`src/pdc_pkg.sv`:
```
// Constants, field layouts and carrier types for the device capability/control registers
package pdc_pkg;

    // Byte addresses on the register bus
    localparam logic [7:0] PDC_DEV_CAP_OFF   = 8'hB4;
    localparam logic [7:0] PDC_DEV_CTRL_OFF  = 8'hB8;

    // Cycles after reset release before the synced straps are caught
    localparam logic [1:0] PDC_STRAP_SETTLE  = 2'h2;

    // Device capability fields
    localparam int         PDC_CAP_MPS_LSB   = 0;
    localparam logic [2:0] PDC_CAP_MPS_RST   = 3'h1;
    localparam int         PDC_CAP_TAG8_BIT  = 5;
    localparam logic [0:0] PDC_CAP_TAG8_RST  = 1'h1;
    localparam int         PDC_CAP_L1_LSB    = 9;
    localparam logic [2:0] PDC_CAP_L1_RST    = 3'h0;
    localparam int         PDC_CAP_ABP_BIT   = 12;
    localparam int         PDC_CAP_AIP_BIT   = 13;
    localparam int         PDC_CAP_PIP_BIT   = 14;
    localparam int         PDC_CAP_SPV_LSB   = 18;
    localparam logic [7:0] PDC_CAP_SPV_RST   = 8'h00;
    localparam int         PDC_CAP_SPS_LSB   = 26;
    localparam logic [1:0] PDC_CAP_SPS_RST   = 2'h0;

    // Device control fields
    localparam int         PDC_CTL_ERR_LSB   = 0;
    localparam logic [3:0] PDC_CTL_ERR_RST   = 4'h0;
    localparam int         PDC_CTL_MPS_LSB   = 5;
    localparam logic [2:0] PDC_CTL_MPS_RST   = 3'h0;
    localparam int         PDC_CTL_ETAG_BIT  = 8;
    localparam logic [0:0] PDC_CTL_ETAG_RST  = 1'h0;
    localparam int         PDC_CTL_MRRS_LSB  = 12;
    localparam logic [2:0] PDC_CTL_MRRS_RST  = 3'h2;
    localparam int         PDC_CTL_RETRY_BIT = 15;
    localparam logic [0:0] PDC_CTL_RETRY_RST = 1'h0;

    // Set_Slot_Power_Limit payload as delivered by the message decoder
    typedef struct packed {
        logic       valid;
        logic [1:0] scale;
        logic [7:0] value;
    } pdc_ssp_msg_s;

    // Control settings driven into the bridge core
    typedef struct packed {
        logic [3:0] err_report_en;
        logic [2:0] max_payload;
        logic       ext_tag_en;
        logic [2:0] max_read_req;
        logic       cfg_retry_en;
        logic       no_snoop_en;
        logic       relaxed_ord_en;
    } pdc_dev_ctrl_s;

endpackage : pdc_pkg

```
`src/pdc_regs.sv`:
```
// Device capability and device control registers behind an Avalon-MM slave
//
// Design decision made here: the Avalon-MM slave port.
`timescale 1ns/1ps

module pdc_regs #(
    parameter logic [2:0] L1_LATENCY = pdc_pkg::PDC_CAP_L1_RST
) (
    // Clock and reset
    input  wire logic                   clk_i,
    input  wire logic                   sys_rst_i,

    // Straps from pins
    input  wire logic                   hot_plug_strap_i,
    input  wire logic                   forward_bridge_strap_i,

    // Slot power limit message from the receive path
    input  wire pdc_pkg::pdc_ssp_msg_s  ssp_msg_i,

    // Avalon-MM slave
    input  wire logic [7:0]             avs_address_i,
    input  wire logic                   avs_read_i,
    input  wire logic                   avs_write_i,
    input  wire logic [31:0]            avs_writedata_i,
    input  wire logic [3:0]             avs_byteenable_i,
    output logic [31:0]                 avs_readdata_o,
    output logic                        avs_waitrequest_o,

    // Control settings to the core
    output pdc_pkg::pdc_dev_ctrl_s      dev_ctrl_o,
    output logic                        hot_plug_en_o
);

    // Strap synchronisers
    logic       hp_meta;
    logic       hp_sync;
    logic       fwd_meta;
    logic       fwd_sync;

    // Straps as caught after reset release
    logic       strap_taken;
    logic       hot_plug_en;
    logic       forward_bridge;

    // Capability state
    logic       ind_present;
    logic [7:0] slot_pwr_value;
    logic [1:0] slot_pwr_scale;

    // Control state
    logic [3:0] err_report_en;
    logic [2:0] max_payload;
    logic       ext_tag_en;
    logic [2:0] max_read_req;
    logic       cfg_retry_en;

    // Bus handshake
    logic        bus_req;
    logic        bus_ack;
    logic        wr_fire;
    logic        sel_cap;
    logic        sel_ctrl;
    logic [31:0] cap_word;
    logic [31:0] ctrl_word;
    logic [31:0] next_readdata;

    // Two flops before any logic sees the straps
    always_ff @(posedge clk_i) begin
        if (sys_rst_i) begin
            hp_meta  <= 1'b0;
            hp_sync  <= 1'b0;
            fwd_meta <= 1'b0;
            fwd_sync <= 1'b0;
        end else begin
            hp_meta  <= hot_plug_strap_i;
            hp_sync  <= hp_meta;
            fwd_meta <= forward_bridge_strap_i;
            fwd_sync <= fwd_meta;
        end
    end

    // Straps are caught once, on the third edge after release, so the sync chain has settled
    logic [1:0] settle;

    always_ff @(posedge clk_i) begin
        if (sys_rst_i) begin
            settle <= 2'h0;
        end else if (settle != 2'h3) begin
            settle <= settle + 2'h1;
        end
    end

    always_ff @(posedge clk_i) begin
        if (sys_rst_i) begin
            strap_taken    <= 1'b0;
            hot_plug_en    <= 1'b0;
            forward_bridge <= 1'b0;
        end else if (!strap_taken && settle == pdc_pkg::PDC_STRAP_SETTLE) begin
            strap_taken    <= 1'b1;
            hot_plug_en    <= hp_sync;
            forward_bridge <= fwd_sync;
        end
    end

    // Indicator presence takes the strap value as its reset value
    always_ff @(posedge clk_i) begin
        if (sys_rst_i) begin
            ind_present <= 1'b0;
        end else if (!strap_taken && settle == pdc_pkg::PDC_STRAP_SETTLE) begin
            ind_present <= hp_sync;
        end
    end

    assign hot_plug_en_o = hot_plug_en;

    // Value and scale move as one so software never sees a torn pair
    always_ff @(posedge clk_i) begin
        if (sys_rst_i) begin
            slot_pwr_value <= pdc_pkg::PDC_CAP_SPV_RST;
            slot_pwr_scale <= pdc_pkg::PDC_CAP_SPS_RST;
        end else if (ssp_msg_i.valid) begin
            slot_pwr_value <= ssp_msg_i.value;
            slot_pwr_scale <= ssp_msg_i.scale;
        end
    end

    // Capability word as read
    always_comb begin
        cap_word = 32'h0000_0000;
        cap_word[pdc_pkg::PDC_CAP_MPS_LSB +: 3] = pdc_pkg::PDC_CAP_MPS_RST;
        cap_word[pdc_pkg::PDC_CAP_TAG8_BIT] = pdc_pkg::PDC_CAP_TAG8_RST[0];
        cap_word[pdc_pkg::PDC_CAP_L1_LSB +: 3] = L1_LATENCY;
        cap_word[pdc_pkg::PDC_CAP_ABP_BIT] = hot_plug_en & forward_bridge;
        cap_word[pdc_pkg::PDC_CAP_AIP_BIT] = ind_present;
        cap_word[pdc_pkg::PDC_CAP_PIP_BIT] = ind_present;
        cap_word[pdc_pkg::PDC_CAP_SPV_LSB +: 8] = slot_pwr_value;
        cap_word[pdc_pkg::PDC_CAP_SPS_LSB +: 2] = slot_pwr_scale;
    end

    // Control word as read; unsupported enables and status half read zero
    always_comb begin
        ctrl_word = 32'h0000_0000;
        ctrl_word[pdc_pkg::PDC_CTL_ERR_LSB +: 4] = err_report_en;
        ctrl_word[pdc_pkg::PDC_CTL_MPS_LSB +: 3] = max_payload;
        ctrl_word[pdc_pkg::PDC_CTL_ETAG_BIT] = ext_tag_en;
        ctrl_word[pdc_pkg::PDC_CTL_MRRS_LSB +: 3] = max_read_req;
        ctrl_word[pdc_pkg::PDC_CTL_RETRY_BIT] = cfg_retry_en;
    end

    // Decode
    assign sel_cap  = (avs_address_i == pdc_pkg::PDC_DEV_CAP_OFF);
    assign sel_ctrl = (avs_address_i == pdc_pkg::PDC_DEV_CTRL_OFF);
    assign bus_req  = avs_read_i | avs_write_i;

    // One wait cycle: data is registered before waitrequest drops
    always_ff @(posedge clk_i) begin
        if (sys_rst_i) begin
            bus_ack <= 1'b0;
        end else begin
            bus_ack <= bus_req & ~bus_ack;
        end
    end

    assign avs_waitrequest_o = bus_req & ~bus_ack;
    assign wr_fire           = avs_write_i & bus_ack;

    always_comb begin
        if (sel_cap) begin
            next_readdata = cap_word;
        end else if (sel_ctrl) begin
            next_readdata = ctrl_word;
        end else begin
            next_readdata = 32'h0000_0000;
        end
    end

    always_ff @(posedge clk_i) begin
        if (sys_rst_i) begin
            avs_readdata_o <= 32'h0000_0000;
        end else if (avs_read_i && !bus_ack) begin
            avs_readdata_o <= next_readdata;
        end
    end

    // Byte lane 0: error enables, payload size
    always_ff @(posedge clk_i) begin
        if (sys_rst_i) begin
            err_report_en <= pdc_pkg::PDC_CTL_ERR_RST;
            max_payload   <= pdc_pkg::PDC_CTL_MPS_RST;
        end else if (wr_fire && sel_ctrl && avs_byteenable_i[0]) begin
            err_report_en <= avs_writedata_i[pdc_pkg::PDC_CTL_ERR_LSB +: 4];
            max_payload   <= avs_writedata_i[pdc_pkg::PDC_CTL_MPS_LSB +: 3];
        end
    end

    // Byte lane 1: extended tag, read request size, retry
    always_ff @(posedge clk_i) begin
        if (sys_rst_i) begin
            ext_tag_en   <= pdc_pkg::PDC_CTL_ETAG_RST[0];
            max_read_req <= pdc_pkg::PDC_CTL_MRRS_RST;
            cfg_retry_en <= pdc_pkg::PDC_CTL_RETRY_RST[0];
        end else if (wr_fire && sel_ctrl && avs_byteenable_i[1]) begin
            ext_tag_en   <= avs_writedata_i[pdc_pkg::PDC_CTL_ETAG_BIT];
            max_read_req <= avs_writedata_i[pdc_pkg::PDC_CTL_MRRS_LSB +: 3];
            cfg_retry_en <= avs_writedata_i[pdc_pkg::PDC_CTL_RETRY_BIT];
        end
    end

    // Reserved size codes are stored as written; the core must treat them itself
    always_comb begin
        dev_ctrl_o.err_report_en  = err_report_en;
        dev_ctrl_o.max_payload    = max_payload;
        dev_ctrl_o.ext_tag_en     = ext_tag_en;
        dev_ctrl_o.max_read_req   = max_read_req;
        dev_ctrl_o.cfg_retry_en   = cfg_retry_en;
        dev_ctrl_o.no_snoop_en    = 1'b0;
        dev_ctrl_o.relaxed_ord_en = 1'b0;
    end

endmodule : pdc_regs

```
`config.mk`:
```
export PLATFORM = sky130hd
export DESIGN_NAME = pdc_regs
export DESIGN_NICKNAME = d
export VERILOG_FILES = /design/src/pdc_pkg.sv /design/src/pdc_regs.sv
export SDC_FILE = /design/constraint.sdc
export NUM_CORES = 1
export LEC_CHECK = 0
export ABC_CLOCK_PERIOD_IN_PS = 2400
export BUFFER_PORTS_ARGS = -buffer_cell sky130_fd_sc_hd__buf_4
export CORE_UTILIZATION = 50
export CTS_CLUSTER_DIAMETER = 50
export CTS_CLUSTER_SIZE = 40
export DETAILED_ROUTE_END_ITERATION = 8
export PLACE_DENSITY = 0.92
export SLEW_MARGIN = 20
export SYNTH_ARGS = -nofsm -noshare
export SYNTH_HDL_FRONTEND = slang
export SYNTH_SLANG_ARGS = --single-unit
```
`constraint.sdc`:
```
create_clock -name clk_i -period 2.4 [get_ports clk_i]
set_input_delay 0.24 -clock clk_i [delete_from_list [all_inputs] [get_ports clk_i]]
set_output_delay 0.24 -clock clk_i [all_outputs]
set_load 0.01 [all_outputs]
```
# Yosys cells after proc, flatten, opt, wreduce, memory -nomap -nowiden
# Index checks and enable logic that the tools add are counted.
[op_classes]
addsub = 1
n_eq_ne = 4
mux = 2
bitwise_logic = 5
reduce_logical = 7
[op_table]
columns = ["operator", "count"]
rows = [
  ["$mux 28", 1],
  ["$eq 8x8->1 const B", 2],
  ["$mux 16", 1],
  ["$logic_and 1x1->1", 5],
  ["$and 1x1->1", 3],
  ["$add 2x1->2 const B", 1],
  ["$eq 2x2->1 const B", 1],
  ["$logic_not 1->1", 2],
  ["$ne 2x2->1 const B", 1],
  ["$not 1->1", 1],
  ["$or 1x1->1", 1],
]
[word_totals]
reg_bits = 64
in_bits = 61

# Logic depth before layout (Yosys ltp)
[depth]
depth_word = 3
mapped_depth = 5
depth_no_buf = 5

# Least setup slack after synthesis
# Ideal clock, no wire load.
[synth_path]
path_kind = "input to register"
from = "in avs_address_i[2]"
to = "reg err_report_en[0]"
setup_ns = 0.072
arrival_time_ns = 1.113
required_time_ns = 2.328
slack_ns = 1.215
path_stages = 5
cell_sequence = "and4bb_1 -> buf_6 -> and4_4 -> buf_6 -> mux2i_1"
[synth_via]
elab_chain_cells = 3
[synth_rtl]
columns = ["item", "line_no", "source"]
rows = [
  ["from (decl)", "pdc_regs.sv:21", "input wire logic [7:0] avs_address_i,"],
  ["$eq 8x8->1", "pdc_regs.sv:152", "assign sel_ctrl = (avs_address_i == pdc_pkg::PDC_DEV_CTRL_OFF);"],
  ["$logic_and 1x1->1 (2 in a row)", "pdc_regs.sv:190", "end else if (wr_fire && sel_ctrl && avs_byteenable_i[0]) begin"],
  ["to (signal assigned)", "pdc_regs.sv:188", "err_report_en <= pdc_pkg::PDC_CTL_ERR_RST;"],
  ["to (signal assigned)", "pdc_regs.sv:191", "err_report_en <= avs_writedata_i[pdc_pkg::PDC_CTL_ERR_LSB +: 4];"],
  ["to (decl)", "pdc_regs.sv:51", "logic [3:0] err_report_en;"],
]
# No other way between the ends.
# A chain may end at the register's enable or synchronous reset.

# Final worst setup path
[layout_path]
from = "reg bus_ack"
to = "reg avs_readdata_o[21]"
[layout_via]
elab_chain_cells = 2
[layout_rtl]
columns = ["item", "line_no", "source"]
rows = [
  ["from (decl)", "pdc_regs.sv:59", "logic bus_ack;"],
  ["from (signal assigned)", "pdc_regs.sv:160", "bus_ack <= bus_req & ~bus_ack;"],
  ["$logic_not 1->1", "pdc_regs.sv:180", "end else if (avs_read_i && !bus_ack) begin"],
  ["$logic_and 1x1->1", "pdc_regs.sv:180", ""],
  ["to (signal assigned)", "pdc_regs.sv:181", "avs_readdata_o <= next_readdata;"],
  ["to (decl)", "pdc_regs.sv:26", "output logic [31:0] avs_readdata_o,"],
]
# No other way between the ends.

==> reports/metrics.cfg <==
[synthesis]
post_synthesis_register_bit_count = 54
synth_enable_flop_cells = 0
syn_avg_cell_area_um2 = 9.37
synth_top_family_by_area = simple AND/OR/NAND/NOR gates
yosys_warnings = 0
yosys-top-cells-count = 54 x dfxtp_1, 24 x mux2i_1, 23 x a21oi_1, 23 x nand2b_1, 22 x nand2_1
synth-compound-area-share_pct = 6.57
simple_gate_portion_of_the_synthesized_area_pct = 26.1
yosysTopAreaCell = dfxtp_1
synth_area_um2 = 2320
share_of_synthesized_cell_area_in_full_adder_half_adder_and_majority_cells_pct = 1.08
synthMuxAreaShare_pct = 10.3
post-synth-top-area-fraction_pct = 46.5
synthCells = 248
synth.top_cells.by_area = dfxtp_1 47%, mux2i_1 10%, nand2b_1 6.2%, a21oi_1 5.0%, nand4_1 4.6%
yosys.cell_count.top_type = dfxtp_1
ys_dominant_reg_cell = dfxtp_1
yosys.cell_types.count = 26
async_flop_share_pct = 0
xor_xnor_cell_area_share_of_the_yosys_netlist_pct = 0.377
yosysSeqAreaShare_pct = 46.5

[grt]
wire_length_of_the_first_global_routing_pass_um = 8220
grt_max_degree = 67
groute.usage.overall_pct = 21.2
grt_remaining_overflow = 0
number_of_global_route_vias_before_repair = 1771
number_of_antenna_violations_at_the_first_check_in_global_routing = 0

[clocking]
path_clk_slew_ns = 0.10
cts_max_path_buffers = 2
tritoncts.num_buffers = 5
cts_tree = done
postCtsSetupRepairBufs = 0
clock_sinks = 54
clockRootBuffer = clkbuf_8
cts_htree_levels = 2
post_cts.resized_instances = 0
ctsHoldBuffers = 0
latest_clock_arrival_within_the_worst_skew_pair_ns = 0.31

[placed_design]
post-dp-hpwl_um = 3510
routabilityCongestion = 0.855
io_buffer_count = 74

[sta]
max_freq_ghz = 0.685
total_negative_setup_slack_ns = 0
timing.final.crit_period_ns = 1.46
slew-limit-headroom_pct = 60.3
drv_slew = 0
hold_violations = 0
grt_setup_unrepaired = false
worst_slew_pin_slew_ns = 0.596
holdWs_ns = 0.139
finalCritPeriodShare_pct = 60.8
clock_skew_ns = 0.00888
finalSetupViolCount = 0

[route]
vias = 1914
route.top_layer_used = met4
vias_per_cell = 5.24
drtIter0Drc = 117
route.layer.met1.wl_um = 2130
wl_um = 5040
wl_met3_um = 318
met2_wirelength_um = 2480
routed_wire_length_per_instance_um = 13.8
antenna_left = 0
number_of_detailed_routing_iterations_run_before_antenna_repair = 4
drt_drc_violations_left = 0

[layout]
post_route_cells_drive_above_1_share_pct = 30.7
insertedDiodeCount = 0
fin_nets = 375
nFillCells = 355
area_delta_synth_final_pct = 27.2

[run]
maxCapViolations = 0

[worst_setup_path]
max_stage_delay_ns = 0.51
worstSetupPathType = reg2reg
crit_slowest_cell = nand2b_1
worst_ep_required_time_ns = 2.65
critical_path_cell_by_cell = nand2b_1, buf_4, nand2_1, a21oi_1
critical_path.max_fanout = 15
start_kind = register
timing.critical_path.arrival_ns = 1.71
critPathCaptureType = register

[floorplan]
initial_core_util_pct = 52.6
placementRows = 24
io-pin-count = 109
core_um2 = 4410
die_width_um = 70.2
die_area_um2 = 4920
die-height_um = 70.2

[worst_hold_path]
min-delay-path-class = in2reg

[pwr]
maximum_vdd_drop_mv = 0.365
leakage_nw = 1.27
p_per_area_nw_per_um2 = 622

[outcome]
run_status = completed

-- layout by cell type (no fill, tap or decap), drive strengths merged --
cell type,n
a21oi,23
and4b,1
xor2,1
o211ai,5
clkinv,1
conb,12
ha,2
buf,78
nand4,17
and3b,6
mux2i,24
and4,2
nand2,22
dfxtp,54
nor2,21
clkbuf,5
nor3,1
nor4bb,1
and4bb,3
nor2b,7
bufinv,2
and2,1
nand2b,23
inv,1
-- metal layers --
| layer | up-vias | track usage, % |
|---|---|---|
| li1 | 947 | - |
| met1 | 879 | 25.5 |
| met2 | 76 | 35.7 |
| met3 | 12 | 5.77 |
| met4 | 0 | 8.22 |
| met5 | - | 0 |
-- flip-flops by register name, indices dropped and copies added (netlist names), 2 cells and up --
signal and flops:
max_payload 3, max_read_req 3, slot_pwr_value 8, settle 2
slot_pwr_scale 2, err_report_en 4, avs_readdata_o 22
-- worst paths after layout --
check | start | to | slack (ns) | cells after the start
min | forward_bridge_strap_i | fwd_meta$_SDFF_PP0_ | 0.14 | 2
max | bus_ack$_SDFF_PP0_ | avs_readdata_o[21]$_SDFFE_PP0P_ | 0.94 | 4
max reg2reg | bus_ack$_SDFF_PP0_ | avs_readdata_o[21]$_SDFFE_PP0P_ | 0.94 | 4
min reg2reg | hp_meta$_SDFF_PP0_ | hp_sync$_SDFF_PP0_ | 0.44 | 1
-- worst max-delay path: cells and delay by family (launching register included) --
kind	cells	cell delay [ns]
simple gates	2	0.58
flops	1	0.41
compound gates	1	0.13
buf+inv	1	0.27
-- report_power, final --
part	switching (mW)	leakage, nW	internal, mW
sequential	0.0160	0.439	0.922
clock	0.297	0.0683	0.418
combinational	0.0956	0.764	0.0914
-- logic make-up after synthesis --
group	count (synthesis)
AND/OR/NAND/NOR	105
flip-flops	54
buffers and inverters	33
AO/OA/AOI/OAI	28
multiplexers	24
adder cells (fa/ha/maj)	2
other	1
XOR/XNOR	1
-- area by class of cell --
cell class | instances | area (um^2) | area share (%)
tap | 52 | 65.1 | 2.20
clock buffer | 5 | 68.8 | 2.33
clock inverter | 3 | 68.8 | 2.33
sequential | 54 | 1080 | 36.6
multi-input combinational | 172 | 1080 | 36.6
timing repair buffer | 78 | 586 | 19.8
inverter | 1 | 3.75 | 0.127
-- per-stage QoR --
step	util, %	instance area (um^2)	power (mW)	std cells	worst slack, ns
after CTS	67.0	2960	1.85	365	0.932
after detailed placement	63.9	2820	1.15	357	0.882
final	67.0	2960	1.84	365	0.940
after global placement	63.9	2820	1.14	357	0.924
after global routing	67.0	2960	1.91	365	0.809
after floorplan	-	2360	1.08	259	1.22
Note: power is estimated with default switching activity, not from simulation.
